--- src/verilog/iomux_pkg.sv ---
// Constants, functions and address map shared by the I/O line multiplexer
package iomux_pkg;

  localparam int NCTL        = 3;
  localparam int CTL01_LINES = 32;
  localparam int CTL2_LINES  = 24;
  localparam int TOTAL_LINES = 2 * CTL01_LINES + CTL2_LINES;
  localparam int ADDR_W      = 12;

  // Attribute groups, each one set, clear and status word
  localparam int NATTR  = 8;
  localparam int A_GPIO = 0;
  localparam int A_OE   = 1;
  localparam int A_FILT = 2;
  localparam int A_ODAT = 3;
  localparam int A_MASK = 4;
  localparam int A_MD   = 5;
  localparam int A_PU   = 6;
  localparam int A_SELB = 7;

  localparam logic [1:0] KIND_SET    = 2'h0;
  localparam logic [1:0] KIND_CLR    = 2'h1;
  localparam logic [1:0] KIND_STATUS = 2'h2;

  localparam int         CTL_SEL_LSB = 7;
  localparam logic [4:0] WORD_LEVEL  = 5'h18;
  localparam logic [4:0] WORD_ISR    = 5'h19;
  localparam logic [1:0] CTL_NONE    = 2'h3;

  localparam logic [ADDR_W-1:0] OFF_GPIO_CLR = 12'h004;
  localparam logic [ADDR_W-1:0] OFF_PU_SET   = 12'h048;
  localparam logic [ADDR_W-1:0] OFF_ISR      = 12'h064;

  localparam logic [31:0] MASK_FULL = 32'hffff_ffff;
  localparam logic [31:0] MASK_CTL2 = 32'h00ff_ffff;
  localparam logic [31:0] RST_ONES  = 32'hffff_ffff;
  localparam logic [31:0] RST_ZERO  = 32'h0000_0000;

  localparam int ANA_LSB = 17;
  localparam int ANA_N   = 4;

  function automatic int ctl_width(input int c);
    return (c == 2) ? CTL2_LINES : CTL01_LINES;
  endfunction

  function automatic int ctl_base(input int c);
    return c * CTL01_LINES;
  endfunction

  function automatic logic [31:0] ctl_mask(input int c);
    return (c == 2) ? MASK_CTL2 : MASK_FULL;
  endfunction

  function automatic logic [31:0] attr_reset(input int k);
    return (k == A_GPIO || k == A_PU) ? RST_ONES : RST_ZERO;
  endfunction

  function automatic logic [2:0] word_attr(input logic [4:0] w);
    return 3'(w / 5'd3);
  endfunction

  function automatic logic [1:0] word_kind(input logic [4:0] w);
    return 2'(w % 5'd3);
  endfunction

endpackage

--- src/verilog/iomux_line_if.sv ---
// Configuration and pad signals between the register file and a line driver
`timescale 1ns/10ps
interface iomux_line_if #(parameter int W = 32);
  logic [W-1:0] own;
  logic [W-1:0] oe;
  logic [W-1:0] odata;
  logic [W-1:0] md;
  logic [W-1:0] pu;
  logic [W-1:0] selb;
  logic [W-1:0] pa_out;
  logic [W-1:0] pa_oe;
  logic [W-1:0] pb_out;
  logic [W-1:0] pb_oe;
  logic [W-1:0] pad_out;
  logic [W-1:0] pad_oe;
  logic [W-1:0] pad_pu;

  modport ctl (output own, oe, odata, md, pu, selb,
               output pa_out, pa_oe, pb_out, pb_oe,
               input  pad_out, pad_oe, pad_pu);
  modport line (input  own, oe, odata, md, pu, selb,
                input  pa_out, pa_oe, pb_out, pb_oe,
                output pad_out, pad_oe, pad_pu);
endinterface

--- src/verilog/iomux_top.sv ---
// APB register file and line multiplexer for the three I/O controllers
//
// Added by the designer: register access over APB and the placing of the registers.
`timescale 1ns/10ps
module iomux_top
  import iomux_pkg::*;
(
  // Clock and reset
  input  wire logic                   pclk,
  input  wire logic                   presetn,
  // APB slave
  input  wire logic                   psel,
  input  wire logic                   penable,
  input  wire logic                   pwrite,
  input  wire logic [ADDR_W-1:0]      paddr,
  input  wire logic [31:0]            pwdata,
  output logic      [31:0]            prdata,
  output logic                        pready,
  output logic                        pslverr,
  // Package pins
  input  wire logic [TOTAL_LINES-1:0] pad_in,
  output logic      [TOTAL_LINES-1:0] pad_out,
  output logic      [TOTAL_LINES-1:0] pad_oe,
  output logic      [TOTAL_LINES-1:0] pad_pullup_en,
  // Peripheral functions
  input  wire logic [TOTAL_LINES-1:0] per_a_out,
  input  wire logic [TOTAL_LINES-1:0] per_a_oe,
  input  wire logic [TOTAL_LINES-1:0] per_b_out,
  input  wire logic [TOTAL_LINES-1:0] per_b_oe,
  output logic      [TOTAL_LINES-1:0] line_level,
  output logic      [ANA_N-1:0]       analog_input,
  // Interrupt
  output logic                        irq
);

  logic [31:0] attr      [NCTL][NATTR];
  logic [31:0] next_attr [NCTL][NATTR];
  logic [31:0] isr       [NCTL];
  logic [31:0] next_isr  [NCTL];
  logic [31:0] prev_lvl  [NCTL];
  logic [31:0] lvl32     [NCTL];
  logic [31:0] chg       [NCTL];
  logic [31:0] clr_isr   [NCTL];
  logic [31:0] rd_word;
  logic        next_pready;
  logic        next_irq;

  // Address decode
  wire       xfer   = psel & penable & pready;
  wire [1:0] a_ctl  = paddr[CTL_SEL_LSB+1:CTL_SEL_LSB];
  wire [4:0] a_word = paddr[6:2];
  wire [2:0] a_attr = word_attr(a_word);
  wire [1:0] a_kind = word_kind(a_word);
  wire       a_ok   = (paddr[ADDR_W-1:CTL_SEL_LSB+2] == 3'h0) &&
                      (paddr[1:0] == 2'h0) && (a_ctl != CTL_NONE) &&
                      (a_word <= WORD_ISR);
  wire       a_isattr = a_word < WORD_LEVEL;
  wire       wr_attr  = xfer & pwrite & a_ok & a_isattr;

  // Two cycle access phase keeps read data and pready registered
  assign next_pready = psel & penable & ~pready;

  always_comb begin
    rd_word = 32'h0;
    if (a_ok) begin
      if (a_word == WORD_LEVEL)
        rd_word = lvl32[a_ctl];
      else if (a_word == WORD_ISR)
        rd_word = isr[a_ctl];
      else if (a_kind == KIND_STATUS)
        rd_word = attr[a_ctl][a_attr];
    end
  end

  always_comb begin
    for (int c = 0; c < NCTL; c++) begin
      for (int k = 0; k < NATTR; k++) begin
        next_attr[c][k] = attr[c][k];
        if (wr_attr && a_ctl == 2'(c) && a_attr == 3'(k)) begin
          if (a_kind == KIND_SET)
            next_attr[c][k] = attr[c][k] | (pwdata & ctl_mask(c));
          else if (a_kind == KIND_CLR)
            next_attr[c][k] = attr[c][k] & ~pwdata;
        end
      end
    end
  end

  // Read-clear only drops bits already handed out in prdata, so an
  // event landing between capture and completion stays pending
  always_comb begin
    next_irq = 1'b0;
    for (int c = 0; c < NCTL; c++) begin
      chg[c] = (lvl32[c] ^ prev_lvl[c]) & attr[c][A_MASK];
      clr_isr[c] = 32'h0;
      if (xfer && a_ok && a_ctl == 2'(c) && a_word == WORD_ISR)
        clr_isr[c] = pwrite ? pwdata : prdata;
      next_isr[c] = ((isr[c] & ~clr_isr[c]) | chg[c]) & ctl_mask(c);
      next_irq = next_irq | (|(next_isr[c] & attr[c][A_MASK]));
    end
  end

  always_ff @(posedge pclk or negedge presetn) begin
    if (!presetn) begin
      pready  <= 1'b0;
      pslverr <= 1'b0;
      prdata  <= 32'h0;
    end else begin
      pready  <= next_pready;
      pslverr <= next_pready & ~a_ok;
      if (next_pready)
        prdata <= rd_word;
    end
  end

  always_ff @(posedge pclk or negedge presetn) begin
    if (!presetn) begin
      for (int c = 0; c < NCTL; c++) begin
        for (int k = 0; k < NATTR; k++)
          attr[c][k] <= attr_reset(k) & ctl_mask(c);
        isr[c]      <= 32'h0;
        prev_lvl[c] <= 32'h0;
      end
      irq          <= 1'b0;
      analog_input <= '0;
    end else begin
      attr         <= next_attr;
      isr          <= next_isr;
      prev_lvl     <= lvl32;
      irq          <= next_irq;
      analog_input <= pad_in[ANA_LSB +: ANA_N];
    end
  end

  // One driver and one filter per controller
  for (genvar c = 0; c < NCTL; c++) begin : g_ctl
    localparam int W  = ctl_width(c);
    localparam int LB = ctl_base(c);
    logic [W-1:0] lvl;

    iomux_line_if #(.W(W)) lif ();

    assign lif.own    = attr[c][A_GPIO][W-1:0];
    assign lif.oe     = attr[c][A_OE][W-1:0];
    assign lif.odata  = attr[c][A_ODAT][W-1:0];
    assign lif.md     = attr[c][A_MD][W-1:0];
    assign lif.pu     = attr[c][A_PU][W-1:0];
    assign lif.selb   = attr[c][A_SELB][W-1:0];
    assign lif.pa_out = per_a_out[LB +: W];
    assign lif.pa_oe  = per_a_oe[LB +: W];
    assign lif.pb_out = per_b_out[LB +: W];
    assign lif.pb_oe  = per_b_oe[LB +: W];

    assign pad_out[LB +: W]       = lif.pad_out;
    assign pad_oe[LB +: W]        = lif.pad_oe;
    assign pad_pullup_en[LB +: W] = lif.pad_pu;
    assign line_level[LB +: W]    = lvl;

    always_comb begin
      lvl32[c]        = 32'h0;
      lvl32[c][W-1:0] = lvl;
    end

    iomux_line u_line (
      .pclk    (pclk),
      .presetn (presetn),
      .lif     (lif.line)
    );

    iomux_in_filter #(.W(W)) u_filt (
      .pclk    (pclk),
      .presetn (presetn),
      .din     (pad_in[LB +: W]),
      .filt_en (attr[c][A_FILT][W-1:0]),
      .level   (lvl)
    );
  end
endmodule

--- src/verilog/iomux_in_filter.sv ---
// Input sampling with per-line optional glitch filter
`timescale 1ns/10ps
module iomux_in_filter
  import iomux_pkg::*;
#(
  parameter int W = 32
) (
  // Clock and reset
  input  wire logic         pclk,
  input  wire logic         presetn,
  // Lines
  input  wire logic [W-1:0] din,
  input  wire logic [W-1:0] filt_en,
  output logic      [W-1:0] level
);

  logic [W-1:0] last;
  logic [W-1:0] stable;
  logic [W-1:0] next_level;

  // A level must be seen on two samples before a filtered line moves
  assign stable     = ~(last ^ din);
  assign next_level = (~filt_en & din) |
                      (filt_en & ((stable & din) | (~stable & level)));

  always_ff @(posedge pclk or negedge presetn) begin
    if (!presetn) begin
      last  <= '0;
      level <= '0;
    end else begin
      last  <= din;
      level <= next_level;
    end
  end

endmodule

--- src/verilog/iomux_line.sv ---
// Output source selection and pad drive for one controller's lines
`timescale 1ns/10ps
module iomux_line
  import iomux_pkg::*;
(
  // Clock and reset
  input  wire logic pclk,
  input  wire logic presetn,
  // Configuration and pads
  iomux_line_if.line lif
);

  logic [$bits(lif.own)-1:0] periph_out;
  logic [$bits(lif.own)-1:0] periph_oe;
  logic [$bits(lif.own)-1:0] src_out;
  logic [$bits(lif.own)-1:0] src_oe;

  // Each line takes its own peripheral B signal where selb is set, else its peripheral A signal
  assign periph_out = (lif.selb & lif.pb_out) | (~lif.selb & lif.pa_out);
  assign periph_oe  = (lif.selb & lif.pb_oe) | (~lif.selb & lif.pa_oe);
  // Peripheral ownership ignores the general output value and enable; multi-drive (md) still applies at the pad
  assign src_out = (lif.own & lif.odata) | (~lif.own & periph_out);
  assign src_oe  = (lif.own & lif.oe) | (~lif.own & periph_oe);

  always_ff @(posedge pclk or negedge presetn) begin
    if (!presetn) begin
      lif.pad_out <= '0;
      lif.pad_oe  <= '0;
      lif.pad_pu  <= '1;
    end else begin
      lif.pad_out <= src_out & ~lif.md;
      lif.pad_oe  <= src_oe & ~(lif.md & src_out);
      lif.pad_pu  <= lif.pu;
    end
  end

endmodule

--- config.mk ---
export PLATFORM = sky130hd
export DESIGN_NAME = iomux_top
export DESIGN_NICKNAME = d
export VERILOG_FILES = /design/src/verilog/iomux_pkg.sv /design/src/verilog/iomux_line_if.sv /design/src/verilog/iomux_top.sv /design/src/verilog/iomux_in_filter.sv /design/src/verilog/iomux_line.sv
export SDC_FILE = /design/constraint.sdc
export NUM_CORES = 2
export LEC_CHECK = 0
export BUFFER_PORTS_ARGS = -buffer_cell sky130_fd_sc_hd__buf_4
export CORE_MARGIN = 2
export CORE_UTILIZATION = 30
export DETAILED_ROUTE_END_ITERATION = 8
export PLACE_DENSITY = 0.45
export SLEW_MARGIN = 5
export SYNTH_ARGS = -nofsm -noshare
export SYNTH_HDL_FRONTEND = slang
export SYNTH_SLANG_ARGS = --single-unit
--- constraint.sdc ---
create_clock -name pclk -period 3.8 [get_ports pclk]
set_clock_uncertainty 0.1 [all_clocks]
set_input_delay 0 -clock pclk [delete_from_list [all_inputs] [get_ports pclk]]
set_output_delay 0 -clock pclk [all_outputs]
set_load 0.1 [all_outputs]
## Yosys cells after proc, flatten, opt, wreduce, memory -nomap -nowiden

Cells that the tools add are included.

| word-level totals | value |
|---|---|
| logic and storage cells | 375 |
| output and inout bits | 391 |
| bits of input ports | 489 |
| register bits after elaboration | 1,423 |

| cells by class | value |
|---|---|
| equal/unequal tests | 14 |
| magnitude comparators | 4 |
| bitwise logic cells | 167 |
| divide/modulo/power cells | 2 |
| reduce and logical (&&, ||, !) cells | 70 |
| mux-type cells | 68 |

Operator list:

| kind | count |
|---|---|
| two-way mux 32 bit | 61 |
| bitwise AND 32 bit | 60 |
| bitwise OR 32 bit | 30 |
| inverter 32 bit | 17 |
| binary-select mux 256 bit (select 2 bit) | 1 |
| two-way mux 256 bit | 2 |
| bitwise AND 24 bit | 17 |
| bitwise OR 32 x 24 -> 32 bit | 8 |
| inverter 24 bit | 8 |
| bitwise OR 24 bit | 7 |
| binary-select mux 32 bit (select 2 bit) | 2 |
| XOR 32 bit | 4 |
| binary-select mux 32 bit (select 3 bit) | 1 |
| OR reduction 32 bit | 3 |
| AND reduction 2 bit | 24 |
| XOR 24 bit | 2 |
| logical AND 1 bit | 37 |
| bitwise AND 24 x 32 -> 32 bit | 1 |
| two-way mux 24 bit | 1 |
| == test 3 bit, second input constant | 4 |
| == test 5 bit, second input constant | 2 |
| bitwise AND 1 bit | 7 |
| == test 3 x 2 -> 1 bit, second input constant | 2 |
| logical NOT 2 bit | 3 |
| other kinds (16) | 21 |

## Logic depth before layout (Yosys ltp)

| logic depth | value |
|---|---|
| depth in word-level cells | 15 |
| gate-level depth with buffers | 19 |
| depth with buffers taken out | 12 |

## Hierarchy

A second synthesis with hierarchy kept.

| unflattened totals | value |
|---|---|
| cells, all modules | 6,472 |
| area total of the unflattened synthesis | 67,161.9 um^2 |

Modules (own cells, without submodules):

| module | seq. area each (um^2) | cells an instance | area each (um^2) | instances |
|---|---|---|---|---|
| iomux_top | 24,818.8 | 4,976 | 49,089.6 | 1 |
| iomux_line at g_ctl[0].u_line ... | 2,442.3 | 384 | 4,249.1 | 2 |
| iomux_in_filter at g_ctl[0].u_filt ... | 1,601.5 | 160 | 2,322.2 | 2 |
| iomux_line at g_ctl[2].u_line | 1,831.8 | 288 | 3,188.1 | 1 |
| iomux_in_filter at g_ctl[2].u_filt | 1,201.2 | 120 | 1,741.7 | 1 |

## Worst setup path after synthesis

Ideal clock, no wire load.

| timing path | value |
|---|---|
| kind | input to register |
| start point | input paddr[5] |
| end point | register with a tool-made name |
| required time | 3,575 ps |
| buffers on the path | 6 |
| stages on the path | 17 |
| slack | 21 ps |
| setup time | 125 ps |
| data arrival time | 3,554 ps |
| cell sequence | buf_2 clkbuf_1 ha_1 buf_2 nor2b_1 a211oi_4 o221ai_1 and2_1 ha_1 a211o_1 or3_1 buf_2 nor4_2 buf_2 clkbuf_1 nand3_1 mux2_2 |

RTL lines:

| element | line | RTL |
|---|---|---|
| from (decl) | iomux_top.sv:15 | `input wire logic [ADDR_W-1:0] paddr,` |

## Worst setup path in the final report

| timing path | value |
|---|---|
| start point | input penable |
| end point | register prdata[27] |

| between the ends | value |
|---|---|
| word-level cells in the longest chain between the ends | 2 |

Ends and longest elaborated chain:

| element | line | RTL |
|---|---|---|
| from (decl) | iomux_top.sv:13 | `input wire logic penable,` |
| bitwise AND 1 bit (2 in series) | iomux_top.sv:61 | `assign next_pready = psel & penable & ~pready;` |
| via next_pready | iomux_top.sv:45 | `logic next_pready;` |
| to (signal assigned) | iomux_top.sv:112 | `prdata <= rd_word;` |
| to (decl) | iomux_top.sv:17 | `output logic [31:0] prdata,` |

The timed path passes the listed nets, and every way through them passes these cells.
A chain may end at the register's enable or synchronous reset.

==> flow_summary.yaml <==
placed_design:
  place.gp.congestion: 0.9341
  port_buffers: 879
  post-dp-hpwl_um: 257500
  postPlaceCellArea_mm2: 0.08192
cts:
  cts-root-buf: "clkbuf_16"
  cts_buffers: 171
  cts_max_level: 4
  cts.sinks: 1419
  clkLatencyLatePin_ns: 0.86
  cts_buffer_depth: 3
  clk_pin_slew_worst_paths_ns: 0.06
  tritoncts: "yes"
die:
  initial_core_util: 0.3012
  fp.dieH_um: 478.7
  fp-row-count: 174
  io_pins: 880
  die_x_um: 478.7
  core_mm2: 0.2245
  design.die.area_mm2: 0.2292
synth:
  synth_area_leaders: "dfrtp_1 43%, dfstp_2 10%, mux2i_1 7.2%"
  syn_nets: 7001
  synthArstFlopShare: 1.000
  postSynthAreaPerCell_um2: 10.39
  synth.largest_area_cell: "dfrtp_1"
  synth_edf_count: 0
  yosys_warnings: 0
  syn_inst: 6509
  syn_area_mm2: 0.06761
  yosysSeqAreaShare: 0.5301
  ys_seq_elements: 1419
  yosys_most_used_dff: "dfrtp_1"
  synth_top_area_frac: 0.4275
  ys_types: 79
min_path:
  hp-start: "per_a_oe[50]"
  hold_end: "g_ctl[1].u_line.lif.pad_oe[18]$_DFF_PN0_"
  hp-class: "in2reg"
  whs_path_depth: 6
critical_path:
  rr_worst_depth: 11
  cpPeakStageDelay_ns: 0.57
  crit_path_top_delay_cell: "dlygate4sd3_1"
  cp_max_fo: 27
  critPathLaunch: "penable"
  ff2ff_setup_slack_ns: 0.11
  reg2reg_to: "irq$_DFF_PN0_"
  critPathLaunchType: "input port"
  worst-endpoint-required_ns: 4.46
  cp_cell_sequence: "dlygate4sd3_1, buf_4, dlygate4sd3_1, nand2_1, dlygate4sd3_1, or2_2, dlygate4sd3_1, inv_1, nand2_1, buf_12, nor4_4, buf_4, a21boi_0, a31o_2"
  r2r_start: "pready$_DFF_PN0_"
  crit_type: "in2reg"
  critPathArrivalTime_ns: 4.40
  worst_setup_path_end_kind: "flip-flop"
  path_common_cell: "dlygate4sd3_1"
timing:
  finalHoldViolCount: 0
  tns_ns: 0
  fin_crit_ns: 3.737
  setup_viol: 0
  rsz0062_at_grt: "false"
  fmax_ghz: 0.2676
  tightestPinTransition_ns: 1.260
  min_period_over_period: 0.9834
  slew_headroom: 0.1597
  slew_violations: 0
route:
  drtIter0Drc: 6309
  wl_per_cell_um: 30.35
  vias: 62750
  drc_errors: 0
  dr.pass1.iters: 6
  detail-route-antenna-nets: 0
  via_per_inst: 5.481
  routed_wl_um: 347500
global_routing:
  grt_pass1_wl_um: 482700
  grt_pass1_vias: 60990
  grtUsageTotal: 0.2940
  grt_max_degree: 123
  antenna_found_initial: 33
  grt_overflow_total: 0
power_and_ir_drop:
  p_leak_nw: 40.63
  total_power_mw: 40.06
  p_per_area_mw_per_mm2: 423.7
  ir_worst_vdd_uv: 519.3
layout:
  area_delta_synth_final_pct: 39.86
  final_cell_area_mm2: 0.09456
  nFillCells: 21680
  drive_above_1_share: 0.2878
  final_nets: 8789
run:
  maxCapViolCount: 0
status:
  outcome: "completed"
## cell usage in the layout, fill, tap and decap left out, drive strengths merged, types with 27 or more instances in the layout
cell type and count:
nor2b 91, clkinv 27, o211ai 76, nor2 431, o31ai 215, dlygate4sd3 658, xor2 84, dfrtp 1155
buf 1419, nand2 723, nand2b 118, nor3 95, a21oi 602, dfstp 264, a31oi 180, a221oi 48
o22ai 30, o21ai 496, nand3 143, mux2 431, o21a 89, a221o 29, clkbuf 261, mux2i 485
## report_power, final
part	total, mW	internal, mW	switching, mW
registers	15.6	15.4	0.248
logic	6.97	2.26	4.71
clock network	17.5	10.3	7.15
total	40.1	28.0	12.1
## per-stage QoR
| step | setup WS [ns] | hold WS, ns | std cells | utilization |
|---|---|---|---|---|
| after detailed placement | -0.2753 | -0.05462 | 10450 | 0.3650 |
| final | 0.06302 | 0.05627 | 11450 | 0.4213 |
| after global placement | -0.2519 | -0.06336 | 10450 | 0.3650 |
| after floorplan | 0.02138 | -0.3956 | 6509 | - |
| after CTS | 0.04755 | 0.0008094 | 11430 | 0.4207 |
| after global routing | 0.00007194 | 0.04637 | 11440 | 0.4212 |
## critical path: cells and delay by family
kind	cells	cell delay [ns]
buffers and inverters	8	2.82
AO/OA/AOI/OAI	2	0.80
AND/OR/NAND/NOR	4	0.73
## repair_timing
action	4_1_cts	5_1_grt
gates cloned	0	2
hold buffers	659	0
setup endpoints to repair	1	155
hold endpoints to repair	2121	0
buffers inserted	0	3
pin swaps	0	1
resized for setup	1	14
## final cells by class
class | count | area (um2) | area share
sequential | 1419 | 35840 | 0.3790
clock buffer | 260 | 5096 | 0.05389
multi-input combinational | 4613 | 30050 | 0.3178
timing repair buffer | 2078 | 18930 | 0.2002
inverter | 14 | 53.80 | 0.0005690
tap | 2992 | 3744 | 0.03959
antenna | 16 | 40.04 | 0.0004234
clock inverter | 56 | 804.5 | 0.008508
## cell usage after synthesis (all sizes together) (118+ instances only)
library cell	number
a21oi	602
a31oi	180
buf	167
clkbuf	296
dfrtp	1155
dfstp	264
mux2	431
mux2i	485
nand2	723
nand2b	118
nand3	143
nor2	431
o21ai	496
o31ai	215
## metal layers
layer | share of wire | up-vias | GRT usage
met5 | 0.00010 | - | 0
met4 | 0.034 | 6 | 0.09069
met3 | 0.080 | 394 | 0.05636
met2 | 0.42 | 2734 | 0.4249
met1 | 0.47 | 32310 | 0.4394
li1 | - | 27300 | -
## worst max-delay path by stage
stage                        endpoint  slack (ns)  cells past startpoint
2_1_floorplan               flip-flop        0.02                     17
3_3_place_gp            irq$_DFF_PN0_       -0.25                     12
3_5_place_dp            irq$_DFF_PN0_       -0.28                     14
4_1_cts                 irq$_DFF_PN0_        0.05                     11
5_1_grt                     flip-flop     0.00007                     20
6_report       prdata[27]$_DFFE_PN0P_        0.06                     14
## cell families (layout without fill, tap and decap cells)
family	after synthesis	in the layout	synth area share
AOI/OAI and AO/OA	1947	1947	0.1773
xor gates and xnor gates	88	88	0.01140
adders and majority gates	3	3	0.0005552
buffers and inverters	477	2408	0.02952
DFF	1419	1419	0.5301
muxes	916	916	0.1436
other	0	16	0
and+or+nand+nor	1659	1659	0.1076
No activity file was read; power rests on OpenSTA's default activity.
